<file path="src/rtl/rtc_pkg.sv">
package rtc_pkg;
   // device register map (byte addresses on the link)
   localparam logic [4:0] A_CTRL = 5'h08;
   localparam logic [4:0] A_WD = 5'h09;
   localparam logic [4:0] A_ALMON = 5'h0A;
   localparam logic [4:0] A_ALDATE = 5'h0B;
   localparam logic [4:0] A_ALHOUR = 5'h0C;
   localparam logic [4:0] A_ALMIN = 5'h0D;
   localparam logic [4:0] A_ALSEC = 5'h0E;
   localparam logic [4:0] A_FLAGS = 5'h0F;
   localparam logic [4:0] A_SQR = 5'h13;
   // field positions
   localparam int B_OUT = 7;
   localparam int B_FT = 6;
   localparam int B_WDS = 7;
   localparam int B_AFE = 7;
   localparam int B_SQUARE_OUTPUT_ENABLE = 6;
   localparam int B_ABE = 5;
   localparam int B_WDF = 7;
   localparam int B_AF = 6;
   localparam int B_RPT_HI = 7;
   localparam int B_RPT5 = 6;
   // reset values
   localparam logic [7:0] CTRL_RST = 8'h80;
   localparam logic [7:0] ZERO8 = 8'h00;
   // oscillator tick is 65.536 kHz; watchdog resolutions in ticks
   localparam logic [17:0] RES_16TH = 18'h01000;
   localparam logic [17:0] RES_QTR = 18'h04000;
   localparam logic [17:0] RES_1S = 18'h10000;
   localparam logic [17:0] RES_4S = 18'h40000;
   localparam int FT_BIT = 6;
   // reset pulse length
   localparam int CLK_NS = 50;
   localparam int REC_MS = 96;
   localparam int REC_CYC = REC_MS * 1000000 / CLK_NS;
   // host-side registers on AXI4-Lite
   localparam logic [7:0] H_ADDR = 8'h00;
   localparam logic [7:0] H_WDATA = 8'h04;
   localparam logic [7:0] H_READ = 8'h08;
   localparam logic [7:0] H_STAT = 8'h0C;
   localparam logic [7:0] H_KICK = 8'h10;
   localparam int H_BUSY = 8;
   localparam logic [1:0] OKAY = 2'h0;
   localparam logic [1:0] SLVERR = 2'h2;
   typedef enum logic [1:0] {
      H_IDLE = 2'b00,
      H_REQ = 2'b01,
      H_WAIT = 2'b10
   } hstate_t;
endpackage : rtc_pkg

</file>
<file path="src/rtl/rtc_link_if.sv">
`timescale 1ns/1ps
interface rtc_link_if;
   logic req;
   logic wr;
   logic [4:0] addr;
   logic [7:0] wdata;
   logic ack;
   logic [7:0] rdata;
   logic kick;
   logic int_o;
   logic int_oe;
   logic rst_o;
   logic rst_oe;
   logic sqw;
   // open-drain wire levels with pull-ups
   logic int_n;
   logic rst_n;
   assign int_n = int_oe ? int_o : 1'b1;
   assign rst_n = rst_oe ? rst_o : 1'b1;
   modport device (
      input req, wr, addr, wdata, kick,
      output ack, rdata, int_o, int_oe, rst_o, rst_oe, sqw
   );
   modport host (
      output req, wr, addr, wdata, kick,
      input ack, rdata, int_n, rst_n, sqw
   );
endinterface : rtc_link_if

</file>
<file path="src/rtl/rtc_device.sv">
// The AXI4-Lite slave port was chosen for this implementation.
`timescale 1ns/1ps
module rtc_device #(
   parameter int REC_CYCLES = rtc_pkg::REC_CYC
) (
   input wire logic aclk,
   input wire logic aresetn,
   input wire logic osc_tick,
   input wire logic backup,
   input wire logic [7:0] cur_sec,
   input wire logic [7:0] cur_min,
   input wire logic [7:0] cur_hour,
   input wire logic [7:0] cur_date,
   input wire logic [7:0] cur_month,
   rtc_link_if.device lnk
);
   typedef struct packed {
      logic [7:0] ctrl;
      logic [7:0] wd;
      logic [7:0] almon;
      logic [7:0] aldate;
      logic [7:0] alhour;
      logic [7:0] almin;
      logic [7:0] alsec;
      logic [7:0] sqr;
      logic af;
      logic wd_flag;
      logic alm_irq;
      logic wd_irq;
      logic [4:0] ptr;
      logic [15:0] osc_cnt;
      logic [17:0] wd_ticks;
      logic [4:0] wd_units;
      logic kick_prev;
      logic [20:0] rec_cnt;
      logic ack;
      logic [7:0] rdata;
      logic int_oe;
      logic rst_oe;
      logic sqw;
   } dev_state_t;

   dev_state_t st_ff;
   dev_state_t nxt_st;

   function automatic logic [17:0] res_ticks(input logic [1:0] rb);
      case (rb)
         2'b00: res_ticks = rtc_pkg::RES_16TH;
         2'b01: res_ticks = rtc_pkg::RES_QTR;
         2'b10: res_ticks = rtc_pkg::RES_1S;
         default: res_ticks = rtc_pkg::RES_4S;
      endcase
   endfunction : res_ticks

   function automatic logic alarm_hit(input dev_state_t s, input logic [7:0] sec,
                                      input logic [7:0] mn, input logic [7:0] hr,
                                      input logic [7:0] dt, input logic [7:0] mo);
      logic [4:0] rpt;
      logic m_s;
      logic m_m;
      logic m_h;
      logic m_d;
      logic m_mo;
      rpt = {s.aldate[rtc_pkg::B_RPT5], s.aldate[rtc_pkg::B_RPT_HI],
             s.alhour[rtc_pkg::B_RPT_HI], s.almin[rtc_pkg::B_RPT_HI],
             s.alsec[rtc_pkg::B_RPT_HI]};
      m_s = s.alsec[6:0] == sec[6:0];
      m_m = s.almin[6:0] == mn[6:0];
      m_h = s.alhour[5:0] == hr[5:0];
      m_d = s.aldate[5:0] == dt[5:0];
      m_mo = s.almon[4:0] == mo[4:0];
      case (rpt)
         5'b11110: alarm_hit = m_s;
         5'b11100: alarm_hit = m_s & m_m;
         5'b11000: alarm_hit = m_s & m_m & m_h;
         5'b10000: alarm_hit = m_s & m_m & m_h & m_d;
         5'b00000: alarm_hit = m_s & m_m & m_h & m_d & m_mo;
         default: alarm_hit = 1'b1;
      endcase
   endfunction : alarm_hit

   always_comb begin
      logic sec_tick;
      logic kick_edge;
      logic wd_wr;
      logic expire;
      logic [3:0] rate;
      logic ft_ok;
      sec_tick = 1'b0;
      kick_edge = 1'b0;
      wd_wr = 1'b0;
      expire = 1'b0;
      rate = 4'h0;
      ft_ok = 1'b0;
      nxt_st = st_ff;
      nxt_st.ack = 1'b0;
      nxt_st.kick_prev = lnk.kick;
      kick_edge = lnk.kick != st_ff.kick_prev;
      if (osc_tick) begin
         nxt_st.osc_cnt = st_ff.osc_cnt + 16'h0001;
         sec_tick = st_ff.osc_cnt == 16'hFFFF;
      end
      if (st_ff.rec_cnt != 21'h000000) begin
         nxt_st.rec_cnt = st_ff.rec_cnt - 21'h000001;
      end
      // register access; clears come first so a same-cycle event wins
      if (lnk.req) begin
         nxt_st.ack = 1'b1;
         nxt_st.ptr = lnk.addr + 5'h01;
         if (lnk.wr) begin
            case (lnk.addr)
               rtc_pkg::A_CTRL: nxt_st.ctrl = lnk.wdata;
               rtc_pkg::A_WD: begin
                  nxt_st.wd = lnk.wdata;
                  wd_wr = 1'b1;
                  if (lnk.wdata == rtc_pkg::ZERO8) begin
                     nxt_st.wd_irq = 1'b0;
                  end
               end
               rtc_pkg::A_ALMON: nxt_st.almon = lnk.wdata;
               rtc_pkg::A_ALDATE: nxt_st.aldate = lnk.wdata;
               rtc_pkg::A_ALHOUR: nxt_st.alhour = lnk.wdata;
               rtc_pkg::A_ALMIN: nxt_st.almin = lnk.wdata;
               rtc_pkg::A_ALSEC: nxt_st.alsec = lnk.wdata;
               rtc_pkg::A_SQR: nxt_st.sqr = {lnk.wdata[7:4], 4'h0};
               default: nxt_st.rdata = st_ff.rdata;
            endcase
         end else begin
            case (lnk.addr)
               rtc_pkg::A_CTRL: nxt_st.rdata = st_ff.ctrl;
               rtc_pkg::A_WD: nxt_st.rdata = st_ff.wd;
               rtc_pkg::A_ALMON: nxt_st.rdata = st_ff.almon;
               rtc_pkg::A_ALDATE: nxt_st.rdata = st_ff.aldate;
               rtc_pkg::A_ALHOUR: nxt_st.rdata = st_ff.alhour;
               rtc_pkg::A_ALMIN: nxt_st.rdata = st_ff.almin;
               rtc_pkg::A_ALSEC: nxt_st.rdata = st_ff.alsec;
               rtc_pkg::A_FLAGS: begin
                  // old value returned, flags then drop
                  nxt_st.rdata = {st_ff.wd_flag, st_ff.af, 6'h00};
                  nxt_st.af = 1'b0;
                  nxt_st.alm_irq = 1'b0;
                  nxt_st.wd_flag = 1'b0;
               end
               rtc_pkg::A_SQR: nxt_st.rdata = st_ff.sqr;
               default: nxt_st.rdata = rtc_pkg::ZERO8;
            endcase
         end
      end
      // watchdog countdown; counting starts at restart, so error stays under one unit
      if (osc_tick && st_ff.wd[6:2] != 5'h00) begin
         if (st_ff.wd_ticks == 18'h00000) begin
            nxt_st.wd_ticks = res_ticks(st_ff.wd[1:0]) - 18'h00001;
            if (st_ff.wd_units <= 5'h01) begin
               expire = 1'b1;
               nxt_st.wd_units = st_ff.wd[6:2];
            end else begin
               nxt_st.wd_units = st_ff.wd_units - 5'h01;
            end
         end else begin
            nxt_st.wd_ticks = st_ff.wd_ticks - 18'h00001;
         end
      end
      if (expire) begin
         nxt_st.wd_flag = 1'b1;
         if (st_ff.wd[rtc_pkg::B_WDS]) begin
            nxt_st.rec_cnt = 21'(REC_CYCLES);
            nxt_st.wd = rtc_pkg::ZERO8;
            nxt_st.almon[rtc_pkg::B_AFE] = 1'b0;
            nxt_st.almon[rtc_pkg::B_ABE] = 1'b0;
            nxt_st.almon[rtc_pkg::B_SQUARE_OUTPUT_ENABLE] = 1'b0;
            nxt_st.ctrl[rtc_pkg::B_FT] = 1'b0;
         end else begin
            nxt_st.wd_irq = 1'b1;
         end
      end
      if (kick_edge || wd_wr) begin
         nxt_st.wd_ticks = res_ticks(nxt_st.wd[1:0]) - 18'h00001;
         nxt_st.wd_units = nxt_st.wd[6:2];
      end
      // alarm: once per second, blocked while the pointer sits on flags
      if (sec_tick && st_ff.ptr != rtc_pkg::A_FLAGS &&
          alarm_hit(st_ff, cur_sec, cur_min, cur_hour, cur_date, cur_month)) begin
         nxt_st.af = 1'b1;
         if (st_ff.almon[rtc_pkg::B_AFE] &&
             (!backup || st_ff.almon[rtc_pkg::B_ABE])) begin
            nxt_st.alm_irq = 1'b1;
         end
      end
      // shared pin priority: watchdog, alarm, test, level
      ft_ok = nxt_st.ctrl[rtc_pkg::B_FT] && !nxt_st.almon[rtc_pkg::B_AFE] &&
              (nxt_st.wd[rtc_pkg::B_WDS] || nxt_st.wd == rtc_pkg::ZERO8);
      if (nxt_st.wd_irq && !nxt_st.wd[rtc_pkg::B_WDS]) begin
         nxt_st.int_oe = 1'b1;
      end else if (nxt_st.alm_irq) begin
         nxt_st.int_oe = 1'b1;
      end else if (ft_ok) begin
         nxt_st.int_oe = !nxt_st.osc_cnt[rtc_pkg::FT_BIT];
      end else if (!nxt_st.ctrl[rtc_pkg::B_FT] && !nxt_st.almon[rtc_pkg::B_AFE] &&
                   nxt_st.wd == rtc_pkg::ZERO8) begin
         nxt_st.int_oe = !nxt_st.ctrl[rtc_pkg::B_OUT];
      end else begin
         nxt_st.int_oe = 1'b0;
      end
      nxt_st.rst_oe = nxt_st.rec_cnt != 21'h000000;
      rate = nxt_st.sqr[7:4];
      if (!nxt_st.almon[rtc_pkg::B_SQUARE_OUTPUT_ENABLE] || rate == 4'h0) begin
         nxt_st.sqw = 1'b0;
      end else if (rate == 4'h1) begin
         nxt_st.sqw = nxt_st.osc_cnt[0];
      end else begin
         nxt_st.sqw = nxt_st.osc_cnt[rate];
      end
   end

   always_ff @(posedge aclk) begin
      if (!aresetn) begin
         st_ff <= '0;
         st_ff.ctrl <= rtc_pkg::CTRL_RST;
      end else begin
         st_ff <= nxt_st;
      end
   end

   assign lnk.ack = st_ff.ack;
   assign lnk.rdata = st_ff.rdata;
   assign lnk.int_o = 1'b0;
   assign lnk.int_oe = st_ff.int_oe;
   assign lnk.rst_o = 1'b0;
   assign lnk.rst_oe = st_ff.rst_oe;
   assign lnk.sqw = st_ff.sqw;
endmodule : rtc_device

</file>
<file path="src/flat_wrapper.sv">
// flat-port wrapper written by rule: the top's interface ports become plain ports
module rtc_device_flat 
#(
   parameter int REC_CYCLES = rtc_pkg::REC_CYC
)
  (aclk, aresetn, osc_tick, backup, cur_sec, cur_min, cur_hour, cur_date, cur_month, lnk_req, lnk_wr, lnk_addr, lnk_wdata, lnk_kick, lnk_ack, lnk_rdata, lnk_int_o, lnk_int_oe, lnk_rst_o, lnk_rst_oe, lnk_sqw);
  rtc_link_if lnk_i ();
  input wire logic aclk;
  input wire logic aresetn;
  input wire logic osc_tick;
  input wire logic backup;
  input wire logic [7:0] cur_sec;
  input wire logic [7:0] cur_min;
  input wire logic [7:0] cur_hour;
  input wire logic [7:0] cur_date;
  input wire logic [7:0] cur_month;
  input wire logic [$bits(lnk_i.req)-1:0] lnk_req;
  input wire logic [$bits(lnk_i.wr)-1:0] lnk_wr;
  input wire logic [$bits(lnk_i.addr)-1:0] lnk_addr;
  input wire logic [$bits(lnk_i.wdata)-1:0] lnk_wdata;
  input wire logic [$bits(lnk_i.kick)-1:0] lnk_kick;
  output wire logic [$bits(lnk_i.ack)-1:0] lnk_ack;
  output wire logic [$bits(lnk_i.rdata)-1:0] lnk_rdata;
  output wire logic [$bits(lnk_i.int_o)-1:0] lnk_int_o;
  output wire logic [$bits(lnk_i.int_oe)-1:0] lnk_int_oe;
  output wire logic [$bits(lnk_i.rst_o)-1:0] lnk_rst_o;
  output wire logic [$bits(lnk_i.rst_oe)-1:0] lnk_rst_oe;
  output wire logic [$bits(lnk_i.sqw)-1:0] lnk_sqw;
  assign lnk_i.req = lnk_req;
  assign lnk_i.wr = lnk_wr;
  assign lnk_i.addr = lnk_addr;
  assign lnk_i.wdata = lnk_wdata;
  assign lnk_i.kick = lnk_kick;
  assign lnk_ack = lnk_i.ack;
  assign lnk_rdata = lnk_i.rdata;
  assign lnk_int_o = lnk_i.int_o;
  assign lnk_int_oe = lnk_i.int_oe;
  assign lnk_rst_o = lnk_i.rst_o;
  assign lnk_rst_oe = lnk_i.rst_oe;
  assign lnk_sqw = lnk_i.sqw;
  rtc_device #(.REC_CYCLES(REC_CYCLES)) u_core (.aclk(aclk), .aresetn(aresetn), .osc_tick(osc_tick), .backup(backup), .cur_sec(cur_sec), .cur_min(cur_min), .cur_hour(cur_hour), .cur_date(cur_date), .cur_month(cur_month), .lnk(lnk_i));
endmodule
</file>
<file path="config.mk">
export PLATFORM = sky130hd
export DESIGN_NAME = rtc_device_flat
export DESIGN_NICKNAME = d
export VERILOG_FILES = /design/src/rtl/rtc_pkg.sv /design/src/rtl/rtc_link_if.sv /design/src/rtl/rtc_device.sv /design/src/flat_wrapper.sv
export SDC_FILE = /design/constraint.sdc
export NUM_CORES = 1
export LEC_CHECK = 0
export BUFFER_PORTS_ARGS = -buffer_cell sky130_fd_sc_hd__buf_4
export CAP_MARGIN = 20
export CORE_MARGIN = 2
export CORE_UTILIZATION = 62
export CTS_BUF_LIST = sky130_fd_sc_hd__clkbuf_2 sky130_fd_sc_hd__clkbuf_4 sky130_fd_sc_hd__clkbuf_8
export DETAILED_ROUTE_END_ITERATION = 6
export PLACE_DENSITY_LB_ADDON = 0.08
export SKIP_CTS_REPAIR_TIMING = 1
export SYNTH_ARGS = -nofsm -noshare
export SYNTH_HDL_FRONTEND = slang
export SYNTH_SLANG_ARGS = --single-unit
</file>
<file path="constraint.sdc">
create_clock -name aclk -period 2.6 [get_ports aclk]
set_input_delay 0.26 -clock aclk [delete_from_list [all_inputs] [get_ports aclk]]
set_output_delay 0.26 -clock aclk [all_outputs]
set_load 0.005 [all_outputs]
</file>
Word level (Yosys, flattened, before mapping)
Cells that the tools add are included.
{ "totals": {"register_bits": 142, "input_bits": 60, "out_inout_bits": 14, "elab_cells": 172} }
{ "op_classes": {"addsub": 7, "n_lt_le_gt_ge": 2, "n_eq_ne": 28, "muxes": 57, "n_bitwise": 6, "n_reduce_logical": 47} }
{ "op_table": {"columns": ["operator", "count"], "rows": [
  ["case mux 17 bit (3 select lines)", 2],
  ["two-way mux 73 bit", 1],
  ["two-way mux 18 bit", 4],
  ["two-way mux 8 bit", 9],
  ["case mux 8 bit (9 select lines)", 1],
  ["two-way mux 64 bit", 1],
  ["two-way mux 21 bit", 3],
  ["subtractor 18 x 1 -> 18 bit (second input constant)", 3],
  ["two-way mux 23 bit", 2],
  ["nonzero test 21 bit", 2],
  ["equality test 5 x 4 -> 1 bit (second input constant)", 8],
  ["equality test 5 bit (second input constant)", 5],
  ["two-way mux 1 bit", 24],
  ["AND reduction 3 bit", 8],
  ["two-way mux 11 bit", 2],
  ["subtractor 21 x 1 -> 21 bit (second input constant)", 1],
  ["logical NOT 18 bit", 1],
  ["adder 16 x 1 -> 16 bit (second input constant)", 1],
  ["equality test 16 bit (second input constant)", 1],
  ["logical NOT 8 bit", 2],
  ["two-way mux 16 bit", 1],
  ["equality test 7 bit", 2],
  ["equality test 6 bit", 2],
  ["nonzero test 2 bit", 6],
  ["27 further kinds", 55]
]} }

Depth between registers and ports, before layout
Gate-level depths: netlist (run 1).
{ "logic_depth": {"word_depth": 14, "depth_mapped": 12} }

Worst setup path after synthesis (run 1)
Ideal clock, no wire load.
{ "synth_timing": {"kind": "input to register", "start": "in lnk_addr[0]", "end": "reg u_core.st_ff (netlist bit u_core.lnk.sqw)", "setup_ns": 0.123, "arrival_time_ns": 2.151, "t_required_ns": 2.477, "slack_ns": 0.326, "stages": 10, "cell_sequence": "ha_1 > nor4bb_4 > buf_6 > and3_4 > or2_1 > buf_6 > a311o_1 > a211o_1 > and4_1 > o2bb2ai_1"} }
{ "synth_via": {"elab_chain_len": 9} }
{ "synth_lines": {"columns": ["element", "line", "rtl"], "rows": [
  ["start, declared", "flat_wrapper.sv:19", "input wire logic [$bits(lnk_i.addr)-1:0] lnk_addr;"],
  ["equality test 5 x 4 -> 1 bit", "rtc_device.sv:111", "case (lnk.addr)"],
  ["two-way mux 8 bit", "rtc_device.sv:111", null],
  ["two-way mux 64 bit *", "rtc_device.sv:110", "if (lnk.wr) begin"],
  ["two-way mux 73 bit *", "rtc_device.sv:107", "if (lnk.req) begin"],
  ["parallel branches: the longest is 5 deep, another holds binary-select mux 1 bit (select 4 bit)", null, null],
  ["end signal, assigned", "rtc_device.sv:220", "st_ff <= nxt_st;"],
  ["end, declared", "rtc_device.sv:43", "dev_state_t st_ff;"]
]} }
Mark *: on every way between the ends. The select of a mux whose other input is x is not followed.
A chain may end at the register's enable or synchronous reset.

Worst setup path after layout (run 1)
{ "layout_timing": {"start": "reg u_core.st_ff[12] in the netlist's numbering", "end": "reg u_core.st_ff (netlist bit u_core.lnk.rst_oe)"} }
{ "layout_via": {"elab_chain_len": 5} }
{ "layout_lines": {"columns": ["element", "line", "rtl"], "rows": [
  ["subtractor 21 x 1 -> 21 bit / nonzero test 21 bit (equally long branches)", "rtc_device.sv:104, rtc_device.sv:103", null],
  ["two-way mux 21 bit *", "rtc_device.sv:103", "if (st_ff.rec_cnt != 21'h000000) begin"],
  ["two-way mux 21 bit", "rtc_device.sv:165", "if (st_ff.wd[rtc_pkg::B_WDS]) begin"],
  ["two-way mux 21 bit *", "rtc_device.sv:163", "if (expire) begin"],
  ["nonzero test 21 bit *", "rtc_device.sv:204", "nxt_st.rst_oe = nxt_st.rec_cnt != 21'h000000;"]
]} }
Every way passes the cells marked *; elsewhere a longest branch is shown, timed or not.

==> results of run 1 <==
[worst max-delay path by stage]
stage | to | slack, ps | cells after the start
floorplan | u_core.lnk.sqw | 330 | 10
global placement | u_core.lnk.sqw | 100 | 10
detailed placement | u_core.lnk.sqw | 30 | 10
CTS | u_core.lnk.rst_oe | 140 | 10
global route | u_core.lnk.rst_oe | 0.3 | 10
finish | u_core.lnk.rst_oe | 200 | 10
[per-stage QoR]
step                      std cells  total power, µW  hold WS (ps)  area, µm²
final                          1202             5710          16.3       8990
after global routing           1202             6030          16.4       8990
after CTS                      1202             5710         -2.63       8990
after detailed placement       1170             3990           462       8610
after global placement         1170             3980           450       8610
after floorplan                 973             3600           382       8010
[layer usage]
metal  global-route usage (%)  part of all wire (%)
met2                     48.7                    46
met3                     7.85                   7.1
met4                     10.4                   2.5
met5                        0                     0
met1                     41.1                    45
[cell usage after synthesis, drive strengths merged, types with 4 or more instances]
| master | number | area share [%] |
|---|---|---|
| a211oi | 6 | 0.56 |
| a21boi | 61 | 5.9 |
| a21oi | 19 | 1.2 |
| a221oi | 5 | 0.55 |
| a222oi | 6 | 0.75 |
| a22oi | 26 | 2.4 |
| a31oi | 7 | 0.55 |
| and2 | 33 | 2.6 |
| and3 | 4 | 0.38 |
| and4 | 5 | 0.55 |
| buf | 25 | 2.2 |
| clkbuf | 46 | 2.2 |
| dfxtp | 142 | 36 |
| ha | 12 | 1.9 |
| inv | 19 | 0.89 |
| mux2i | 26 | 3.3 |
| nand2 | 140 | 6.6 |
| nand2b | 9 | 0.70 |
| nand3 | 26 | 1.7 |
| nand4 | 20 | 1.6 |
| nor2 | 66 | 3.1 |
| nor2b | 28 | 2.2 |
| nor3 | 34 | 2.2 |
| nor4 | 17 | 1.3 |
| nor4b | 4 | 0.52 |
| o211a | 5 | 0.63 |
| o211ai | 4 | 0.38 |
| o21ai | 19 | 1.2 |
| o22ai | 6 | 0.47 |
| o31ai | 9 | 0.84 |
| or2 | 5 | 0.39 |
| or3 | 11 | 0.86 |
| or4 | 8 | 0.80 |
| xnor2 | 33 | 3.6 |
| xor2 | 40 | 4.4 |
[final cells by class]
class,count,area (µm²)
inverter,19,71.3
fill,1086,3630
multi-input combinational,741,4750
timing repair buffer,96,733
clock inverter,13,123
tap,172,215
clock buffer,19,255
sequential,142,2840
[power breakdown]
part / internal [µW] / total [µW] / switching [µW]
combinational: 645 / 1470 / 825
clock: 871 / 1720 / 849
sequential: 2340 / 2520 / 181
total: 3860 / 5710 / 1850
[critical path: stages (launching register included)]
cell     delay, ps
dfxtp_1        340
inv_1          110
ha_1           150
nor4b_1        280
buf_4          180
nand4_1        170
nor2_2         250
nor2_1         150
xnor2_1        240
nand4_1        130
o31a_1         290
[flip-flops by register name, indices dropped and copies added, names as in the netlist]
signal	cells
u_core.lnk.int_oe	1
u_core.st_ff	130
u_core.lnk.ack	1
u_core.lnk.rst_oe	1
u_core.lnk.rdata	8
u_core.lnk.sqw	1
[cell families after synthesis]
group,Yosys count
AOI/OAI and AO/OA,204
xor gates and xnor gates,73
adders and majority gates,12
buffers and inverters,90
DFF,142
muxes,29
other,1
and+or+nand+nor,421
==> results.md, run 1 <==
* Status: complete, no violations
* Post-synthesis mux area share at 3.67%
* Drt wl/cell at 17.5 µm
* Pwr Density at 636 nW/µm²
* Die area at 13800 µm²
* Post-Synth Adder-Cell Area at 1.88%
* Placeable Area at 12600 µm²
* Reported max-cap violation count at 0
* Most common cell after layout, fill and taps aside: dfxtp_1
* DR pass1 iterations at 5
* CTS tree: done
* Post-synthesis compound-gate area fraction at 18.8%
* H-tree Lvls at 4
* Fin nets at 1089
* Num rows at 41
* CP endpoint kind: flop
* Area Overhead vs Synth at 12.3%
* Register area share after synthesis at 35.5%
* Warnings, synthesis at 0
* XOR/XNOR Fraction of Synth Area at 7.99%
* Max-slew violation count at 0
* IO Pins at 74
* Max Clk Rate at 417 MHz
* Worst path required time at 2950 ps
* Initial core utilization at 63.4%
* Async SR Flop Fraction at 0%
* Cell variety after synth at 77
* DP HPWL at 14.9 mm
* TritonCTS buffer count at 17
* Largest net degree at the start of global routing at 48
* Layout cells sized above 1 at 14.1%
* Min-delay src: lnk_kick
* Final hold vios at 0
* Die Y at 118 µm
* Latest clock arrival within the worst-skew pair at 460 ps
* Final ANT Viol Nets at 0
* Cells after Synth at 972
* Crit share post-route at 92.2%
* Prevailing post-synth register cell: dfxtp_1
* Worst hold stages at 2
* Hold path endpoint: u_core.st_ff[33]
* Clock Skew at 7.77 ps
* Most frequent cells in the layout: dfxtp_1, nand2_1, buf_4, nor2_1, a21boi_0
* Congestion Overflow GR at 0
* Port Buffers at 62
* DR DRC count at 0
* FF-to-FF path depth at 10
* Main combinational cell family by area after synthesis: simple AND/OR/NAND/NOR gates
* Via density at 6.06
* Final Worst Setup Slack at 202 ps
* Root Buffer: clkbuf_8
* Setup_tns at 0 ps
* Worst slack, placed at 26.9 ps
* Worst reg2reg path startpoint: u_core.st_ff[12]
* DR iter-0 viols at 690
* Total track usage at 30.8%
* Critical Path AT at 2750 ps
* Final setup violating endpoints at 0
* Tmin final at 2400 ps
* Worst-margin pin slew at 563 ps
* Yosys reg bits at 142
* IR Drop Worst-Case VDD at 0.705 mV
* N_diodes at 0
* Critical Path Source Type: flop
* Vias at 7286
* First-pass GRT wire length at 34.5 mm
* Worst min-delay path class: in2reg
* Clk sinks at 142
* Post-synth EDFFs at 0
* Reg-to-Reg End: u_core.lnk.rst_oe
* Placer Congestion at 0.892
* Post-Synth Simple-Gate Area at 26.9%
* Wirelength, routed at 21.1 mm
* Crit path from: u_core.st_ff[12]
* Setup Crit Path Kind: reg2reg
* Final Core Density at 71.2%
* Slew HR at 62.3%
* Crit-path max FO at 5
* Reg-to-reg setup timing slack at 200 ps
* Clk slew on worst S/H paths at 70 ps
* RSZ-0062 raised after global routing: false
* Syn Area/Cell at 8.23 µm²
* Mapped Area at 8000 µm²
* Vias in the first global route at 6876
* Die width at 118 µm
* Lkg Pwr at 0.00341 µW
* Initial antenna violation count at 0
* Clk buf depth at 2
Power figures use the tool's default switching activity.
==> run 2, diff against run 1 <==
Settings changed: ABC_AREA set to 1.
==> results.md, run 2 <==
* Status: complete, no violations
* Slew HR at 34.0% (-28 points)
* Worst path required time at 3010 ps (+60 ps)
* Initial antenna violation count at 0 (unchanged)
* Port Buffers at 62 (unchanged)
* Cells after Synth at 1212 (+25%)
* Worst-margin pin slew at 986 ps (+424 ps)
* Synth top area cells: dfxtp_1, nand2_1, inv_1
* Num rows at 41 (unchanged)
* Reported max-cap violation count at 0 (unchanged)
* Final Hold Slack at 47.0 ps (+30.7 ps)
* IR Drop Worst-Case VDD at 0.421 mV (-40%)
* Leading cell types by count after synthesis: nand2_1, inv_1, nor2_1
* Latest clock arrival within the worst-skew pair at 470 ps (about the same)
* Cell variety after synth at 49 (-36%)
* RSZ-0062 raised after global routing: false
* Layout cells sized above 1 at 11.0% (-3.1 points)
* Die width at 118 µm (+0.61%)
* Synth top area share at 35.1% (-0.44 points)
* Lkg Pwr at 0.00410 µW (+20%)
* Clk slew on worst S/H paths at 80 ps (about the same)
* Crit-path max FO at 22 (+17)
* Max Clk Rate at 444 MHz (+6.4%)
* Critical Path Slowest Stage Cell: dfxtp_1
* Switching share of power at 37.6% (+5.2 points)
* Warnings, synthesis at 0 (unchanged)
* Syn Area/Cell at 6.69 µm² (-19%)
* Clock Skew at 7.24 ps (-0.531 ps)
* DR DRC count at 0 (unchanged)
* Prevailing post-synth register cell: dfxtp_1
* Root Buffer: clkbuf_8
* DR pass1 iterations at 6 (+1)
* Critical Path Source Type: flop
* Yosys reg bits at 142 (unchanged)
* P_int at 4190 µW (+8.5%)
* Drt wl/cell at 14.2 µm (-19%)
* Vias at 7854 (+7.8%)
* Clk buf depth at 2 (unchanged)
* Worst path cell trace: nor2_1, nand3_1, nor2_4, nand2_4, nor2_8, nand3_4, nand2_4, nand3_1, ha_1, o22ai_1, a21oi_1, nor2_1
* Psw at 2530 µW (+36%)
* Pwr Density at 742 nW/µm² (+17%)
* Wirelength, routed at 20.6 mm (-2.1%)
* Clk sinks at 142 (unchanged)
* Area leader, netlist: dfxtp_1
* H-tree Lvls at 4 (unchanged)
* CTS tree: done
* Vias in the first global route at 7169 (+4.3%)
* Die area at 14000 µm² (+1.2%)
* First-pass GRT wire length at 34.1 mm (-1.4%)
* Placer Congestion at 0.961 (+7.7%)
* Worst slack, placed at 190 ps (+163 ps)
* Top reg by flops: u_core.st_ff
* DR iter-0 viols at 794 (+15%)
* Largest net degree at the start of global routing at 52 (+8.3%)
* Gate power share at 36.3% (+11 points)
* Initial core utilization at 64.0% (+0.54 points)
* Final Core Density at 71.4% (+0.18 points)
* Largest register FFs at 130 (unchanged)
* Die Y at 118 µm (+0.61%)
* CP endpoint kind: flop
* Final ANT Viol Nets at 0 (unchanged)
* Post-synth EDFFs at 0 (unchanged)
* CP top delay family: simple AND/OR/NAND/NOR gates
* Total track usage at 30.1% (-0.75 points)
* Via density at 5.42 (-11%)
* Clock power share at 26.0% (-4.1 points)
* Most frequent cell after synthesis: nand2_1
* Buffers & Inverters on Critical Path at 0 (-2)
* Crit share post-route at 86.7% (-5.6 points)
* Crit path largest cell delay at 350 ps (about the same)
* Setup Crit Path Kind: reg2reg
* Placeable Area at 12700 µm² (+0.41%)
* Fin nets at 1337 (+23%)
* Most common cell after layout, fill and taps aside: nand2_1
* DP HPWL at 15.0 mm (+0.76%)
* N_diodes at 0 (unchanged)
* Area Overhead vs Synth at 11.6%
* Final Worst Setup Slack at 347 ps (+145 ps)
* IO Pins at 74 (unchanged)
* Setup_tns at 0 ps (unchanged)
* Final setup violating endpoints at 0 (unchanged)
* Congestion Overflow GR at 0 (unchanged)
* Final hold vios at 0 (unchanged)
* TritonCTS buffer count at 17 (unchanged)
* Max-slew violation count at 0 (unchanged)
* Mapped Area at 8100 µm² (+1.3%)
* Tmin final at 2250 ps (-145 ps)
* Most frequent cells in the layout: nand2_1, inv_1, nor2_1, dfxtp_1, o21ai_0
* Async SR Flop Fraction at 0% (unchanged)
* Register area share after synthesis at 35.1% (-0.44 points)
* Reg power frac at 37.7% (-6.5 points)
* Critical Path AT at 2670 ps (-80 ps)
* Worst min-delay path class: in2reg
run 2: power groups by stage:
stage	combinational, µW	sequential [µW]	clock [µW]
after detailed placement	2380	2570	0
after global routing	2790	2560	1860
after floorplan	1930	2540	0
after global placement	2330	2570	0
after CTS	2410	2530	1760
final	2430	2530	1750
run 2: cell families (layout without fill, tap and decap cells):
group                    after synthesis  after routing  share of synthesized area, %
AND/OR/NAND/NOR                      556            556                          30.2
AO/OA/AOI/OAI                        238            238                          16.7
buffers and inverters                212            276                          10.7
flip-flops                           142            142                          35.1
XOR/XNOR                              51             51                          5.51
adder cells (fa/ha/maj)               12             12                          1.85
other                                  1              2                        0.0463
run 2: layout make-up:
cell class,instances,area [µm²]
sequential,142,2840
inverter,170,641
clock inverter,8,90.1
multi-input combinational,859,4400
clock buffer,23,292
timing repair buffer,75,568
fill,1112,3620
tap,172,215
run 2: layer usage:
layer,wire [µm],part of all wire (%),vias up,global-route usage [%]
met3,1390,6.7,42,8.11
met1,9470,46,3523,40.2
met4,397,1.9,0,9.41
met5,0,0,-,0
met2,9390,45,269,47.4
li1,-,-,4020,-
run 2: path summary, 6_finish.rpt:
| path | start | end | slack (ps) | cells past startpoint |
|---|---|---|---|---|
| worst max-delay path | u_core.st_ff[49] | u_core.st_ff[53] | 350 | 12 |
| worst min-delay path | lnk_req | u_core.st_ff[73] | 50 | 2 |
| worst max register to register | u_core.st_ff[49] | u_core.st_ff[53] | 350 | 12 |
| worst min register to register | u_core.st_ff[141] | u_core.st_ff[141] | 460 | 2 |
run 2: per-stage QoR:
step | power, µW | std cells | area, µm²
6_report | 6720 | 1449 | 9050
5_1_grt | 7210 | 1449 | 9050
4_1_cts | 6700 | 1447 | 9030
3_5_place_dp | 4950 | 1416 | 8650
3_3_place_gp | 4900 | 1416 | 8650
2_1_floorplan | 4470 | 1213 | 8110
==> run 3, diff against run 2 <==
Settings changed: CORE_ASPECT_RATIO set to 1.4.
==> results.md, run 3 (synthesized netlist as in run 2, its figures left out) <==
* Final setup violating endpoints at 0 (unchanged)
* Finished Cell Area at 9050 µm² (unchanged)
* N_diodes at 0 (unchanged)
* Wirelength, routed at 21.1 mm (+2.2%)
* Critical Path AT at 2500 ps (-170 ps)
* Crit path largest cell delay at 350 ps (about the same)
* IO Pins at 74 (unchanged)
* Setup Crit Path Kind: reg2reg
* Buffers & Inverters on Critical Path at 2 (+2)
* Filler cell count at 1147 (+3.1%)
* Pwr Density at 757 nW/µm² (+2.0%)
* Worst path required time at 2950 ps (-60 ps)
* Placer Congestion at 0.953 (-0.81%)
* Layout cells sized above 1 at 11.0% (+0.017 points)
* Top reg by flops: u_core.st_ff
* Most frequent cells in the layout: nand2_1, inv_1, nor2_1, dfxtp_1, o21ai_0
* Area Overhead vs Synth at 11.6% (unchanged)
* Dpl cell area at 8630 µm² (-0.22%)
* Reported max-cap violation count at 0 (unchanged)
* Final hold vios at 0 (unchanged)
* Worst-margin pin slew at 959 ps (-27.4 ps)
* Placeable Area at 12800 µm² (+1.1%)
* CP top delay family: simple AND/OR/NAND/NOR gates
* Most common cell after layout, fill and taps aside: nand2_1
* Crit share post-route at 82.6% (-4.1 points)
* Root Buffer: clkbuf_8
* Largest register FFs at 130 (unchanged)
* Clk sinks at 142 (unchanged)
* Total track usage at 30.6% (+0.55 points)
* First-pass GRT wire length at 34.5 mm (+1.3%)
* DR DRC count at 0 (unchanged)
* Drt wl/cell at 14.8 µm (+3.7%)
* Max-slew violation count at 0 (unchanged)
* Latest clock arrival within the worst-skew pair at 460 ps (about the same)
* Port Buffers at 62 (unchanged)
* Die width at 101 µm (-15%)
* H-tree Lvls at 4 (unchanged)
* Die Y at 139 µm (+18%)
* Initial antenna violation count at 0 (unchanged)
* Tmin final at 2150 ps (-106 ps)
* Worst slack, placed at 301 ps (+111 ps)
* Clock Skew at 15.8 ps (+8.53 ps)
* Vias in the first global route at 7382 (+3.0%)
* Final Worst Setup Slack at 453 ps (+106 ps)
* CTS tree: done
* Lkg Pwr at 0.00408 µW (-0.63%)
* Setup_tns at 0 ps (unchanged)
* CP endpoint kind: flop
* RSZ-0062 raised after global routing: false
* Largest net degree at the start of global routing at 48 (-7.7%)
* Num rows at 49 (+20%)
* DR iter-0 viols at 534 (-33%)
* Crit-path max FO at 7 (-68%)
* Via density at 5.63 (+3.8%)
* Worst path cell trace: inv_1, ha_1, inv_1, nor2_1, nand2_1, nand2_1, nand2_1, nand2_1, o21ai_0, nor2_1, nand2_1, nor2_1, nand2_1, nor2_1, nor2_1
* IR Drop Worst-Case VDD at 0.534 mV (+27%)
* DR pass1 iterations at 5 (-1)
* Critical Path Slowest Stage Cell: ha_1
* Initial core utilization at 63.2% (-0.71 points)
* Slew HR at 35.8% (+1.8 points)
* Max Clk Rate at 466 MHz (+4.9%)
* Vias at 8035 (+2.3%)
* Clk slew on worst S/H paths at 80 ps (about the same)
* Most Frequent Cell on Critical Path: nand2_1
* Worst min-delay path class: in2reg
* Die area at 14000 µm² (about the same)
* Final ANT Viol Nets at 0 (unchanged)
* Clk buf depth at 2 (unchanged)
* Status: complete, no violations
* TritonCTS buffer count at 17 (unchanged)
* DP HPWL at 15.8 mm (+5.0%)
* Critical Path Source Type: flop
* Congestion Overflow GR at 0 (unchanged)
* Fin nets at 1334 (-0.22%)
-- run 3: cell count changes in the layout (fill, tap and decap cells not counted), sizes merged, moves of 2 or more --
cell,change
clkbuf,-4
clkinvlp,+7
clkinv,-4
dlygate4sd3,-2
-- run 3: area by class of cell --
class / instances / area, µm² / area share, %
Inverter: 170 / 641 / 7.08
Sequential cell: 142 / 2840 / 31.4
Tap cell: 153 / 191 / 2.12
Timing Repair Buffer: 72 / 553 / 6.11
Clock inverter: 13 / 165 / 1.83
Multi-Input combinational cell: 859 / 4400 / 48.6
Clock buffer: 19 / 255 / 2.82
-- run 3: final timing paths --
check / from / slack (ps) / depth (start not counted) / endpoint
max: u_core.st_ff[12] / 450 / 15 / u_core.lnk.rst_oe
min: lnk_kick / 7 / 3 / u_core.st_ff[33]
max reg2reg: u_core.st_ff[12] / 450 / 15 / u_core.lnk.rst_oe
min reg2reg: u_core.lnk.rdata[7] / 470 / 2 / u_core.lnk.rdata[7]
-- run 3: report_power, final --
| part | switching (µW) | leakage (µW) | internal (µW) | total [µW] |
|---|---|---|---|---|
| Sequential | 171 | 0.00115 | 2370 | 2540 |
| Clock | 903 | 0.000190 | 985 | 1890 |
| Combinational | 1530 | 0.00273 | 889 | 2420 |
| Total | 2610 | 0.00408 | 4240 | 6850 |
-- run 3: routing by layer --
| metal | track usage, % | routed length [µm] |
|---|---|---|
| met5 | 0 | 0 |
| met4 | 11.0 | 660 |
| met3 | 5.52 | 1300 |
| met2 | 53.8 | 10800 |
| met1 | 36.9 | 8370 |
-- run 3: stage by stage --
step | hold slack (ps) | total power (µW) | util [%] | cells
final | 7.06 | 6850 | 70.6 | 1428
after global routing | 8.10 | 7320 | 70.6 | 1428
after CTS | 0.333 | 6850 | 70.6 | 1428
after detailed placement | 456 | 4980 | 67.3 | 1396
after global placement | 449 | 4920 | 67.3 | 1396
after floorplan | 353 | 4470 | - | 1213
-- run 3: worst reg2reg max path: cells and delay by family, from the launching register on --
| family | cells | cell delay (ps) |
|---|---|---|
| flip-flops | 1 | 330 |
| AND/OR/NAND/NOR | 11 | 990 |
| AO/OA/AOI/OAI | 1 | 120 |
| buffers and inverters | 2 | 270 |
| adder cells (fa/ha/maj) | 1 | 350 |
